File: src/adcct_pkg.sv
// Shared constants for the converter timing and control block.
package adcct_pkg;
   // Clock and timing.
   localparam int CLOCK_MHZ        = 40;
   localparam int MCLK_DIV         = 2;
   localparam int SOFT_CONVERT_BIT_MCLK_HALVES = 29;
   localparam int SOFT_CONVERT_BIT_CLKS        = SOFT_CONVERT_BIT_MCLK_HALVES * MCLK_DIV / 2;
   localparam int SCLK_HALF_CLKS   = 2;
   localparam int SOFT_CONVERT_BIT_MAX_NS      = 5900;
   localparam int SOFT_CONVERT_BIT_MAX_CLKS    = SOFT_CONVERT_BIT_MAX_NS * CLOCK_MHZ / 1000;
   localparam int SETTLE_NS        = 2000;
   localparam int SETTLE_CLKS      = (SETTLE_NS * CLOCK_MHZ + 999) / 1000;
   // Serial framing.
   localparam int CTRL_BITS        = 5;
   localparam int WR_LOAD_FALL     = 6;
   localparam int FRAME_BITS       = 16;
   localparam int RESULT_BITS      = 12;
   // Control register field positions.
   localparam int CTRL_CH_LSB      = 2;
   localparam int CTRL_SOFT_CONVERT_BIT_POS    = 1;
   localparam int CTRL_STANDBY_POS = 0;
   localparam logic [4:0] CTRL_RST = 5'h00;
   // Register byte offsets.
   localparam logic [4:0] REG_CTRL   = 5'h00;
   localparam logic [4:0] REG_SETTLE = 5'h04;
   localparam logic [4:0] REG_STATUS = 5'h08;
   localparam logic [4:0] REG_RESULT = 5'h0C;
   // Status register field positions.
   localparam int ST_BUSY   = 0;
   localparam int ST_HOLD   = 1;
   localparam int ST_PEND   = 2;
   localparam int ST_SETTLE = 3;
   localparam int ST_EXTCLK = 4;
   // Bus responses.
   localparam logic [1:0] RESP_OKAY   = 2'h0;
   localparam logic [1:0] RESP_SLVERR = 2'h2;
   // Conversion sequencer states.
   typedef enum logic [1:0] {
      ST_IDLE,
      ST_CONVERT,
      ST_UPDATE,
      ST_SEND
   } adcct_state_e;
endpackage : adcct_pkg

File: src/adcct_settle_timer.sv
// Settling pulse timer that stands in for the external timing capacitor.
`timescale 1ns/1ps
`default_nettype none
module adcct_settle_timer #(
   parameter int CW = 16
) (
   // Clock and reset.
   input  wire logic          clock,
   input  wire logic          srst,
   // Pulse control.
   input  wire logic          charge,
   input  wire logic          discharge,
   input  wire logic          abort,
   input  wire logic [CW-1:0] length,
   // Pulse state.
   output logic               active
);
   logic          charging;
   logic [CW-1:0] count;
   logic          next_charging;
   logic [CW-1:0] next_count;

   // The pulse rises at the start of a write and runs out after discharge.
   always_comb begin
      next_charging = charging;
      next_count    = count;
      if (count != '0) begin
         next_count = count - 1'b1;
      end
      if (charge) begin
         next_charging = 1'b1;
      end
      if (discharge) begin
         next_charging = 1'b0;
         next_count    = length;
      end else if (abort) begin
         next_charging = 1'b0;
      end
      if (srst) begin
         next_charging = 1'b0;
         next_count    = '0;
      end
   end

   // Register the timer.
   always_ff @(posedge clock) begin
      charging <= next_charging;
      count    <= next_count;
   end

   assign active = charging | (count != '0);
endmodule : adcct_settle_timer
`default_nettype wire

File: src/adcct_sync.sv
// Two flip-flop synchroniser for a group of pin inputs.
`timescale 1ns/1ps
`default_nettype none
module adcct_sync #(
   parameter int         W       = 1,
   parameter logic [W-1:0] RST_VAL = '1
) (
   // Clock and reset.
   input  wire logic         clock,
   input  wire logic         srst,
   // Pins and their synchronised copies.
   input  wire logic [W-1:0] pin_in,
   output logic      [W-1:0] sync_out
);
   logic [W-1:0] meta;
   logic [W-1:0] next_meta;
   logic [W-1:0] next_sync;

   // The first stage feeds only the second stage.
   always_comb begin
      next_meta = srst ? RST_VAL : pin_in;
      next_sync = srst ? RST_VAL : meta;
   end

   // Register both stages.
   always_ff @(posedge clock) begin
      meta     <= next_meta;
      sync_out <= next_sync;
   end
endmodule : adcct_sync
`default_nettype wire

File: src/adcct_top.sv
// Conversion timing, serial port and register slave of the converter.
`timescale 1ns/1ps
`default_nettype none
module adcct_top #(
   parameter int SETTLE_W = 16
) (
   // Clock and reset.
   input  wire logic        clock,
   input  wire logic        srst,
   // AXI4-Lite write channels.
   input  wire logic [4:0]  s_axi_awaddr,
   input  wire logic        s_axi_awvalid,
   output logic             s_axi_awready,
   input  wire logic [31:0] s_axi_wdata,
   input  wire logic [3:0]  s_axi_wstrb,
   input  wire logic        s_axi_wvalid,
   output logic             s_axi_wready,
   output logic [1:0]       s_axi_bresp,
   output logic             s_axi_bvalid,
   input  wire logic        s_axi_bready,
   // AXI4-Lite read channels.
   input  wire logic [4:0]  s_axi_araddr,
   input  wire logic        s_axi_arvalid,
   output logic             s_axi_arready,
   output logic [31:0]      s_axi_rdata,
   output logic [1:0]       s_axi_rresp,
   output logic             s_axi_rvalid,
   input  wire logic        s_axi_rready,
   // Static mode and conversion start pins.
   input  wire logic        interface_mode_select,
   input  wire logic        convert_start_n,
   // Serial port pins.
   input  wire logic        transmit_frame_sync_n,
   input  wire logic        serial_data_in,
   input  wire logic        serial_clock_in,
   output logic             serial_clock_out,
   output logic             serial_clock_oe,
   input  wire logic        receive_frame_sync_n_in,
   output logic             receive_frame_sync_n_out,
   output logic             receive_frame_sync_n_oe,
   output logic             serial_data_out,
   output logic             serial_data_oe,
   // Converter core.
   input  wire logic [11:0] conversion_code,
   output logic             track_hold,
   output logic [2:0]       mux_channel,
   output logic             standby,
   output logic             settle_active
);
   logic [5:0] pins;
   logic       ext_mode, s_cst, s_tfs, s_din, s_sclk, s_rfs;
   logic       pv_sclk, pv_cst, pv_tfs, pv_rfs;
   logic       sclk_lvl, sclk_fall, sclk_rise, cst_rise, tfs_fall, rfs_fall;

   // Every pin passes two flip-flops before use.
   adcct_sync #(.W(6), .RST_VAL(6'h3F)) u_sync (
      .clock    (clock),
      .srst     (srst),
      .pin_in   ({interface_mode_select, convert_start_n,
                  transmit_frame_sync_n, serial_data_in,
                  serial_clock_in, receive_frame_sync_n_in}),
      .sync_out (pins)
   );
   assign {ext_mode, s_cst, s_tfs, s_din, s_sclk, s_rfs} = pins;

   // Edge detection on the synchronised levels; in self mode the serial clock edges come from serial_clock_out.
   always_ff @(posedge clock) begin
      pv_sclk <= srst ? 1'b1 : sclk_lvl;
      pv_cst  <= srst ? 1'b1 : s_cst;
      pv_tfs  <= srst ? 1'b1 : s_tfs;
      pv_rfs  <= srst ? 1'b1 : s_rfs;
   end
   assign sclk_lvl  = ext_mode ? s_sclk : serial_clock_out;
   assign sclk_fall = pv_sclk & ~sclk_lvl;
   assign sclk_rise = ~pv_sclk & sclk_lvl;
   assign cst_rise  = ~pv_cst & s_cst;
   assign tfs_fall  = pv_tfs & ~s_tfs;
   assign rfs_fall  = pv_rfs & ~s_rfs;

   // Serial write path into the control register.
   localparam int WR_LOAD_FALL = adcct_pkg::WR_LOAD_FALL;
   logic [2:0] wr_cnt, next_wr_cnt;
   logic [4:0] wr_shift, next_wr_shift;
   logic [4:0] ctrl, next_ctrl;
   logic       wr_load;

   always_comb begin
      next_wr_cnt   = wr_cnt;
      next_wr_shift = wr_shift;
      next_ctrl     = ctrl;
      wr_load       = 1'b0;
      if (tfs_fall) begin
         next_wr_cnt = 3'h0;
      end else if (!s_tfs && sclk_fall && wr_cnt < 3'(WR_LOAD_FALL)) begin
         next_wr_cnt = wr_cnt + 3'h1;
         if (wr_cnt < 3'(adcct_pkg::CTRL_BITS)) begin
            next_wr_shift = {wr_shift[3:0], s_din};
         end else begin
            next_ctrl = wr_shift;
            wr_load   = 1'b1;
         end
      end
      if (srst) begin
         next_wr_cnt   = 3'(WR_LOAD_FALL);
         next_wr_shift = 5'h00;
         next_ctrl     = adcct_pkg::CTRL_RST;
      end
   end

   always_ff @(posedge clock) begin
      wr_cnt   <= next_wr_cnt;
      wr_shift <= next_wr_shift;
      ctrl     <= next_ctrl;
   end

   // Channel follows the register at once, even mid conversion.
   assign mux_channel = ctrl[adcct_pkg::CTRL_CH_LSB +: 3];
   assign standby     = ctrl[adcct_pkg::CTRL_STANDBY_POS];

   // Settling pulse, restarted by every control write.
   logic [SETTLE_W-1:0] settle_len;
   adcct_settle_timer #(.CW(SETTLE_W)) u_settle (
      .clock     (clock),
      .srst      (srst),
      .charge    (tfs_fall),
      .discharge (wr_load),
      .abort     (~pv_tfs & s_tfs & wr_cnt < 3'(WR_LOAD_FALL)),
      .length    (settle_len),
      .active    (settle_active)
   );

   // Conversion sequencer.
   adcct_pkg::adcct_state_e state, next_state;
   logic [7:0]  cnt, next_cnt;
   logic        hw_pend, next_hw_pend, sw_pend, next_sw_pend;
   logic [15:0] result, next_result;
   logic        go, frame_done;

   always_comb begin
      next_state   = state;
      next_cnt     = cnt;
      next_hw_pend = hw_pend;
      next_sw_pend = sw_pend;
      next_result  = result;
      go = (state == adcct_pkg::ST_IDLE) && !standby && !settle_active &&
           (cst_rise || hw_pend || sw_pend);
      if (cst_rise && state == adcct_pkg::ST_IDLE) begin
         next_hw_pend = 1'b1;
      end
      case (state)
         adcct_pkg::ST_IDLE: begin
            if (go) begin
               next_state   = adcct_pkg::ST_CONVERT;
               next_cnt     = 8'h00;
               next_hw_pend = 1'b0;
               next_sw_pend = 1'b0;
            end
         end
         adcct_pkg::ST_CONVERT: begin
            next_cnt = cnt + 8'h01;
            if (cnt == 8'(adcct_pkg::SOFT_CONVERT_BIT_CLKS - 1)) begin
               next_state = adcct_pkg::ST_UPDATE;
            end
         end
         adcct_pkg::ST_UPDATE: begin
            next_result = {1'b0, mux_channel, conversion_code};
            next_state  = ext_mode ? adcct_pkg::ST_IDLE
                                   : adcct_pkg::ST_SEND;
         end
         adcct_pkg::ST_SEND: begin
            if (frame_done) begin
               next_state = adcct_pkg::ST_IDLE;
            end
         end
         default: next_state = adcct_pkg::ST_IDLE;
      endcase
      if (wr_load && wr_shift[adcct_pkg::CTRL_SOFT_CONVERT_BIT_POS]) begin
         next_sw_pend = 1'b1;
      end
      if (srst) begin
         next_state   = adcct_pkg::ST_IDLE;
         next_cnt     = 8'h00;
         next_hw_pend = 1'b0;
         next_sw_pend = 1'b0;
         next_result  = 16'h0000;
      end
   end

   always_ff @(posedge clock) begin
      state   <= next_state;
      cnt     <= next_cnt;
      hw_pend <= next_hw_pend;
      sw_pend <= next_sw_pend;
      result  <= next_result;
   end

   assign track_hold = (state == adcct_pkg::ST_CONVERT);

   // Output shifter and self mode clock generator.
   logic [15:0] rd_shift, next_rd_shift;
   logic [4:0]  rd_cnt, next_rd_cnt;
   logic [1:0]  div, next_div;
   logic        next_sclk, sclk_run, rd_en;

   assign sclk_run   = !ext_mode &&
                       (state == adcct_pkg::ST_SEND || !s_tfs);
   assign rd_en      = ext_mode ? !s_rfs : (state == adcct_pkg::ST_SEND);
   assign frame_done = sclk_rise &&
                       rd_cnt == 5'(adcct_pkg::FRAME_BITS - 1);

   always_comb begin
      next_rd_shift = rd_shift;
      next_rd_cnt   = rd_cnt;
      next_div      = 2'h0;
      next_sclk     = 1'b1;
      if (sclk_run || !serial_clock_out) begin // Finish a low phase.
         next_sclk = serial_clock_out;
         next_div  = div + 2'h1;
         if (div == 2'(adcct_pkg::SCLK_HALF_CLKS - 1)) begin
            next_div  = 2'h0;
            next_sclk = ~serial_clock_out;
         end
      end
      if (state == adcct_pkg::ST_UPDATE) begin
         next_rd_shift = {1'b0, mux_channel, conversion_code};
         next_rd_cnt   = 5'h00;
      end else if (ext_mode && rfs_fall &&
                   rd_cnt == 5'(adcct_pkg::FRAME_BITS)) begin
         next_rd_shift = result;
         next_rd_cnt   = 5'h00;
      end else if (rd_en && sclk_rise &&
                   rd_cnt < 5'(adcct_pkg::FRAME_BITS)) begin
         next_rd_shift = {rd_shift[14:0], 1'b0};
         next_rd_cnt   = rd_cnt + 5'h01;
      end
      if (srst) begin
         next_rd_shift = 16'h0000;
         next_rd_cnt   = 5'(adcct_pkg::FRAME_BITS);
         next_div      = 2'h0;
         next_sclk     = 1'b1;
      end
   end

   always_ff @(posedge clock) begin
      rd_shift         <= next_rd_shift;
      rd_cnt           <= next_rd_cnt;
      div              <= next_div;
      serial_clock_out <= next_sclk;
   end

   // Pin drivers: self mode drives clock and frame sync.
   assign serial_data_out          = rd_shift[15];
   assign serial_clock_oe          = !ext_mode;
   assign receive_frame_sync_n_oe  = !ext_mode;
   assign receive_frame_sync_n_out =
      (state != adcct_pkg::ST_SEND);
   assign serial_data_oe = rd_en && rd_cnt < 5'(adcct_pkg::FRAME_BITS);

   // Register slave address decode.
   function automatic logic hit(input logic [4:0] a, input logic [4:0] o);
      hit = (a[4:2] == o[4:2]);
   endfunction : hit

   logic        aw_ok, next_aw_ok, w_ok, next_w_ok;
   logic [4:0]  aw_addr, next_aw_addr;
   logic [31:0] w_data, next_w_data;
   logic [3:0]  w_strb, next_w_strb;
   logic        next_bvalid, next_rvalid;
   logic [1:0]  next_bresp, next_rresp;
   logic [31:0] next_rdata, status_word;
   logic [SETTLE_W-1:0] next_settle_len;

   assign s_axi_awready = !aw_ok;
   assign s_axi_wready  = !w_ok;
   assign s_axi_arready = !s_axi_rvalid;
   assign status_word   = 32'({ext_mode, settle_active, hw_pend | sw_pend,
                               track_hold, state != adcct_pkg::ST_IDLE});

   always_comb begin
      next_aw_ok      = aw_ok | s_axi_awvalid;
      next_aw_addr    = aw_ok ? aw_addr : s_axi_awaddr;
      next_w_ok       = w_ok | s_axi_wvalid;
      next_w_data     = w_ok ? w_data : s_axi_wdata;
      next_w_strb     = w_ok ? w_strb : s_axi_wstrb;
      next_bvalid     = s_axi_bvalid & ~s_axi_bready;
      next_bresp      = s_axi_bresp;
      next_settle_len = settle_len;
      next_rvalid     = s_axi_rvalid & ~s_axi_rready;
      next_rdata      = s_axi_rdata;
      next_rresp      = s_axi_rresp;
      if (aw_ok && w_ok && !s_axi_bvalid) begin
         next_aw_ok  = 1'b0;
         next_w_ok   = 1'b0;
         next_bvalid = 1'b1;
         next_bresp  = adcct_pkg::RESP_OKAY;
         if (hit(aw_addr, adcct_pkg::REG_SETTLE)) begin
            for (int b = 0; b < SETTLE_W / 8; b++) begin
               if (w_strb[b]) begin
                  next_settle_len[b*8 +: 8] = w_data[b*8 +: 8];
               end
            end
         end else if (!hit(aw_addr, adcct_pkg::REG_CTRL) &&
                      !hit(aw_addr, adcct_pkg::REG_STATUS) &&
                      !hit(aw_addr, adcct_pkg::REG_RESULT)) begin
            next_bresp = adcct_pkg::RESP_SLVERR;
         end
      end
      if (s_axi_arvalid && !s_axi_rvalid) begin
         next_rvalid = 1'b1;
         next_rresp  = adcct_pkg::RESP_OKAY;
         if (hit(s_axi_araddr, adcct_pkg::REG_CTRL)) begin
            next_rdata = 32'(ctrl);
         end else if (hit(s_axi_araddr, adcct_pkg::REG_SETTLE)) begin
            next_rdata = 32'(settle_len);
         end else if (hit(s_axi_araddr, adcct_pkg::REG_STATUS)) begin
            next_rdata = status_word;
         end else if (hit(s_axi_araddr, adcct_pkg::REG_RESULT)) begin
            next_rdata = 32'(result);
         end else begin
            next_rdata = 32'h00000000;
            next_rresp = adcct_pkg::RESP_SLVERR;
         end
      end
      if (srst) begin
         next_aw_ok      = 1'b0;
         next_aw_addr    = 5'h00;
         next_w_ok       = 1'b0;
         next_w_data     = 32'h00000000;
         next_w_strb     = 4'h0;
         next_bvalid     = 1'b0;
         next_bresp      = adcct_pkg::RESP_OKAY;
         next_settle_len = SETTLE_W'(adcct_pkg::SETTLE_CLKS);
         next_rvalid     = 1'b0;
         next_rdata      = 32'h00000000;
         next_rresp      = adcct_pkg::RESP_OKAY;
      end
   end

   always_ff @(posedge clock) begin
      aw_ok        <= next_aw_ok;
      aw_addr      <= next_aw_addr;
      w_ok         <= next_w_ok;
      w_data       <= next_w_data;
      w_strb       <= next_w_strb;
      s_axi_bvalid <= next_bvalid;
      s_axi_bresp  <= next_bresp;
      settle_len   <= next_settle_len;
      s_axi_rvalid <= next_rvalid;
      s_axi_rdata  <= next_rdata;
      s_axi_rresp  <= next_rresp;
   end
endmodule : adcct_top
`default_nettype wire
File: config.mk
export PLATFORM = sky130hd
export DESIGN_NAME = adcct_top
export DESIGN_NICKNAME = d
export VERILOG_FILES = /design/src/adcct_pkg.sv /design/src/adcct_settle_timer.sv /design/src/adcct_sync.sv /design/src/adcct_top.sv
export SDC_FILE = /design/constraint.sdc
export NUM_CORES = 1
export LEC_CHECK = 0
export BUFFER_PORTS_ARGS = -buffer_cell sky130_fd_sc_hd__buf_2
export CELL_PAD_IN_SITES_DETAIL_PLACEMENT = 1
export CELL_PAD_IN_SITES_GLOBAL_PLACEMENT = 1
export CORE_MARGIN = 1
export CORE_UTILIZATION = 42
export CTS_BUF_LIST = sky130_fd_sc_hd__clkbuf_16
export CTS_CLUSTER_SIZE = 30
export DETAILED_ROUTE_END_ITERATION = 8
export PLACE_DENSITY_LB_ADDON = 0.1
export SLEW_MARGIN = 15
export SYNTH_ARGS = -nofsm -noshare
export SYNTH_HDL_FRONTEND = slang
export SYNTH_HIERARCHICAL = 1
export SYNTH_SLANG_ARGS = --single-unit
File: constraint.sdc
create_clock -name clock -period 3.2 [get_ports clock]
set_clock_uncertainty 0.15 [all_clocks]
set_input_delay 0.32 -clock clock [delete_from_list [all_inputs] [get_ports clock]]
set_output_delay 0.32 -clock clock [all_outputs]
set_load 0.01 [all_outputs]
# Word level (Yosys, flattened, before mapping)

Index checks and enable logic that the tools add are counted.
Widths: inputs -> output; s select.

Logic and storage cells: 187
Output and inout bits: 53
Bits in registers: 176
Input bits: 71

Order comparisons: 3
Equal/unequal tests: 17
Add/subtract/negate cells: 5
Bitwise gates (word level): 25
Multiplexer cells: 40
Reductions and logical operators: 62

Operators with widths:

| kind                  | count |
|---|---|
| $mux 16               | 6 |
| $mux 15               | 3 |
| $mux 2                | 10 |
| $logic_and 1x1->1     | 19 |
| $pmux 8 s2            | 1 |
| $reduce_bool 16->1    | 1 |
| $sub 16x1->16 const B | 1 |
| $mux 5                | 3 |
| $reduce_and 3->1      | 5 |
| $reduce_bool 2->1     | 7 |
| $logic_not 1->1       | 13 |
| $mux 1                | 13 |
| $eq 3x2->1 const B    | 4 |
| $not 1->1             | 12 |
| $and 1x1->1           | 9 |
| $reduce_or 3->1       | 3 |
| $add 8x1->8 const B   | 1 |
| $eq 8x5->1 const B    | 1 |
| $mux 8                | 1 |
| $pmux 2 s4            | 1 |
| $reduce_or 2->1       | 4 |
| $eq 3x1->1 const B    | 2 |
| $logic_not 3->1       | 2 |
| $lt 3x3->1 const B    | 2 |
| 16 further kinds      | 28 |

# Depth between registers and ports, before layout

Depth in word-level cells: 10
Gate-level depth with buffers: 10
Gate-level depth less buffers: 10

# Cells and area by module

Netlist, hierarchy kept.

Modules (own cells, without submodules):

| module             | instances | seq. area each (um2) | cells each | area an instance (um2) |
|---|---|---|---|---|
| adcct_top          | 1         | 2542.4               | 582        | 5405.2 |
| adcct_settle_timer | 1         | 340.3                | 110        | 925.9 |
| adcct_sync         | 1         | 240.2                | 25         | 320.3 |

# Worst setup path after synthesis

Ideal clock, no wire load.

Kind: flip-flop to flip-flop
Start: reg u_settle.count[0]
End: reg cnt[2]
Required time: 2.921 ns
Library setup time: 0.129 ns
Path slack: 0.532 ns
Path buffers: 0
Period minus slack after synthesis: 2.668 ns
Stages on the path, launching flop included: 11
Arrival: 2.390 ns
Path through: dfxtp_1 > inv_1 > ha_1 > nor2b_1 > and2_1 > nand3_1 > or4_1 > nor4_1 > o31ai_1 > a21oi_1 > nor3_1

Longest elaborated chain between the ends: 7

Ends and longest elaborated chain:

| what                            | line                     | source |
|---|---|---|
| start: declaration              | adcct_settle_timer.sv:19 | `logic [CW-1:0] count;` |
| start signal: assignment        | adcct_settle_timer.sv:48 | `count <= next_count;` |
| $reduce_bool 16->1              | adcct_settle_timer.sv:51 | `assign active = charging \| (count != '0);` |
| $or 1x1->1                      | adcct_settle_timer.sv:51 |  |
| via settle_active               | adcct_top.sv:48          | `output logic settle_active` |
| $logic_not 1->1                 | adcct_top.sv:145         | `go = (state == adcct_pkg::ST_IDLE) && !standby && !settle_active &&` |
| $logic_and 1x1->1 (2 in series) | adcct_top.sv:145         |  |
| $ne 2x2->1 (no line)            | --                       |  |
| $reduce_and 2->1 (no line)      | --                       |  |
| end signal: assignment          | adcct_top.sv:191         | `cnt <= next_cnt;` |
| end: declaration                | adcct_top.sv:134         | `logic [7:0] cnt, next_cnt;` |

The timed path passes the listed nets, and every way through them passes these cells.
A chain may end at the register's enable or synchronous reset.

# Final worst setup path

Start: reg u_settle.count[0]
End: reg cnt[5]

Longest elaborated chain between the ends: 7

Ends and longest elaborated chain:

| what                            | line |
|---|---|
| $reduce_bool 16->1              | adcct_settle_timer.sv:51 |
| $or 1x1->1                      | adcct_settle_timer.sv:51 |
| $logic_not 1->1                 | adcct_top.sv:145 |
| $logic_and 1x1->1 (2 in series) | adcct_top.sv:145 |
| $ne 2x2->1 (no line)            | -- |
| $reduce_and 2->1 (no line)      | -- |

No other way between the ends.

==> summary.md <==
| Metric | Value |
|---|---|
| Status | `finished clean` |
| LEAKAGE | `3.492 nW` |
| Die width | `~130 um` |
| HPWL Detailed | `11.79 mm` |
| Seq. cell area | `0.003123 mm^2` |
| Crit path max-delay family | `simple AND/OR/NAND/NOR gates` |
| DIE HEIGHT | `127.8 um` |
| DRT Wirelength | `between 15 and 20 mm` |
| Clock sinks | `156` |
| Number of flops mapped to enable cells by yosys | `0` |
| Clock Tree Root | `clkbuf_16` |
| Setup Crit Path Kind | `reg2reg` |
| FP Rows | `45` |
| Pins Over Slew Limit | `0` |
| Final hold viol count | `0` |
| Max incr delay on CP | `0.59 ns` |
| Post-CTS sizing | `0` |
| Worst slew pin tran | `about 1.1 ns` |
| Crit-path cells | `inv_1 > ha_1 > nor2b_1 > and2_1 > nand3_1 > or4_1 > nor4_1 > o31ai_1 > o211ai_1 > a21oi_1` |
| Post-synth top flop | `dfxtp_1` |
| Async SR Flop Fraction | `0` |
| Required @ worst endpoint | `3.34 ns` |
| Largest net degree at the start of global routing | `61` |
| CTS tree | `done` |
| Crit path max fanout | `9` |
| Fin crit share | `0.9064` |
| Postcts setup bufs | `0` |
| DRT Pass-1 Iters | `5` |
| GRT Util Overall | `0.2197` |
| H-tree lvl count | `4` |
| Worst-Skew Late Latency | `~0.43 ns` |
| Fin worst setup slack | `0.2996 ns` |
| Port buffer count | `83` |
| Slowest CP cell | `or4_1` |
| Final Setup Violations | `0` |
| Total number of vias | `5,392` |
| Placer Congestion | `about 0.76` |
| Power Density | `roughly 610 mW/mm^2` |
| RSZ-0062 raised after global routing | `no` |
| FF+latch count, synth | `~160` |
| GRT overflow | `0` |
| Crit path time final | `between 2 and 3 ns` |
| Sum of negative setup slack | `0 ns` |
| Post-Syn Area | `0.006651 mm^2` |
| Synth cell types | `61` |
| Diodes inserted | `0` |
| Crit path launch type | `flip-flop` |
| I/O pins | `124` |
| Fin nets | `around 900` |
| DR WL/cell | `16.37 um` |
| Sequential element share of the synthesized area | `0.4695` |
| First-pass GRT wire length | `roughly 28 mm` |
| Area grow syn2layout | `21.01%` |
| DR DRC count | `0` |
| Cts hold-fix bufs | `32` |
| Crit path DAT | `3.05 ns` |
| Max-cap violations | `0` |
| Buf+Inv Stages, Crit Path | `1` |
| Yosys Warn Count | `6` |
| Die ar. | `about 0.016 mm^2` |
| Deepest clock path buffer count | `2` |
| Clk pin slew, worst setup/hold paths | `0.07 ns` |
| Vias in the first global route | `5,573` |
| TritonCTS buffer count | `17` |
| 1st-iter DRT viols | `278` |
| Share of layout cells above drive strength 1 | `0.1821` |
| Detail Route Antenna Nets | `0` |
| Worst slew margin | `0.2475` |
| CP endpoint kind | `flip-flop` |
| Fill count | `1,817` |
| Worst min-delay path class | `in2reg` |
| Placement Setup Slack | `0.3353 ns` |
| Avg Vias per Cell | `5.185` |
| Post-Syn Instances | `717` |
| Initial core utilization | `0.4343` |
| Initial antenna violation count | `0` |
| Core Area | `roughly 0.015 mm^2` |
| FMAX | `344.8 MHz` |
| WHS | `just under 0.009 ns` |
| Syn Area/Cell | `9.277 um^2` |
| Multi-input logic area | `0.003178 mm^2` |
| Peak supply drop | `between 0.4 and 0.5 mV` |
## stage by stage
stage               std cells    util  cell area, um^2  power, mW
floorplan                 734       -             6715      2.718
global placement          976  0.4663             7141      2.885
detailed placement        976  0.4663             7141      2.926
CTS                      1040  0.5256             8049      4.982
global route             1040  0.5256             8049      5.167
finish                   1040  0.5256             8049      4.935
## Yosys cell counts (6+ instances only)
master,instances,area (um^2)
inv_1,20,75.07
buf_4,23,172.7
a21oi_1,33,165.2
nor2b_1,9,56.30
mux2_2,10,112.6
dfxtp_1,156,3123
or2_2,6,37.54
ha_1,8,100.1
nor3_1,14,70.07
xor2_1,11,96.34
or2_1,12,75.07
nand3_1,12,60.06
or3_1,6,37.54
clkbuf_1,27,101.4
mux2i_1,68,680.7
buf_2,8,40.04
a21boi_0,14,105.1
nand2b_1,18,112.6
nor2_1,74,277.8
nand4_1,9,56.30
nand2_1,65,244.0
o22ai_1,14,87.58
a22oi_1,12,90.09
o21ai_0,22,110.1
## flip-flops by register name (all words and copies together), names as in the netlist, 2 cells and up
| signal | flops |
|---|---|
| aw_addr | 3 |
| cnt | 8 |
| ctrl | 5 |
| div | 2 |
| rd_cnt | 5 |
| rd_shift | 16 |
| result | 15 |
| s_axi_rdata | 16 |
| settle_len | 16 |
| state | 2 |
| u_settle/count | 16 |
| u_sync/meta | 6 |
| u_sync/sync_out | 6 |
| w_data | 16 |
| w_strb | 2 |
| wr_cnt | 3 |
| wr_shift | 5 |
## metal layers
layer / global-route usage / wire length (um) / vias to the layer above
li1: - / - / 2640
met1: 0.2785 / 7861 / 2632
met2: 0.3740 / 8274 / 100
met3: 0.04508 / 643 / 20
met4: 0.06920 / 249 / 0
met5: 0 / 0 / -
## worst register-to-register path: cells and delay by family (launching register included)
family	cells	cell delay (ns)
AND/OR/NAND/NOR	5	1.37
AO/OA/AOI/OAI	3	0.63
adder cells (fa/ha/maj)	1	0.20
buffers and inverters	1	0.09
flip-flops	1	0.33
## final timing paths
kind	from	endpoint	slack, ns	depth (start not counted)
setup / recovery	u_settle/count[0]	cnt[5]	0.30	10
hold / removal	s_axi_wvalid	w_ok	0.009	3
setup reg to reg	u_settle/count[0]	cnt[5]	0.30	10
hold reg to reg	u_sync/meta[3]	u_sync/sync_out[3]	0.25	1
## cell usage in the layout, fill, tap and decap left out, types with 8 or more instances in the layout
master / n
o22ai_1: 14
a22oi_1: 12
dlygate4sd3_1: 32
xor2_1: 11
nor2b_1: 9
clkbuf_16: 17
buf_4: 11
a21oi_1: 33
nor2_1: 74
mux2_2: 10
nand2b_1: 18
nor3_1: 14
nand3_1: 12
nand2_1: 65
dfxtp_1: 156
buf_2: 82
inv_1: 20
conb_1: 18
nand4_1: 9
or2_1: 12
o21ai_0: 22
a21boi_0: 14
ha_1: 8
mux2i_1: 68
## cell type report
| type | instances | share of cell area |
|---|---|---|
| Multi-Input combinational cell | 494 | 0.3948 |
| Sequential cell | 156 | 0.3880 |
| Timing Repair Buffer | 125 | 0.1010 |
| Clock buffer | 17 | 0.05285 |
| Tap cell | 211 | 0.03280 |
| Clock inverter | 15 | 0.02021 |
| Inverter | 22 | 0.01026 |
## report_power, final
part,internal (mW),switching [mW]
Clock,1.16,0.849
Sequential,2.05,0.106
Combinational,0.348,0.415
Total,3.57,1.37
## logic make-up after synthesis
| family | after synthesis | share of synthesized area |
|---|---|---|
| AO/OA/AOI/OAI | 120 | 0.1142 |
| other | 1 | 0.0005638 |
| multiplexers | 80 | 0.1260 |
| XOR/XNOR | 15 | 0.01975 |
| adder cells (fa/ha/maj) | 8 | 0.01505 |
| AND/OR/NAND/NOR | 253 | 0.1926 |
| flip-flops | 156 | 0.4695 |
| buffers and inverters | 84 | 0.06227 |
Note: power is estimated with default switching activity, not from simulation.
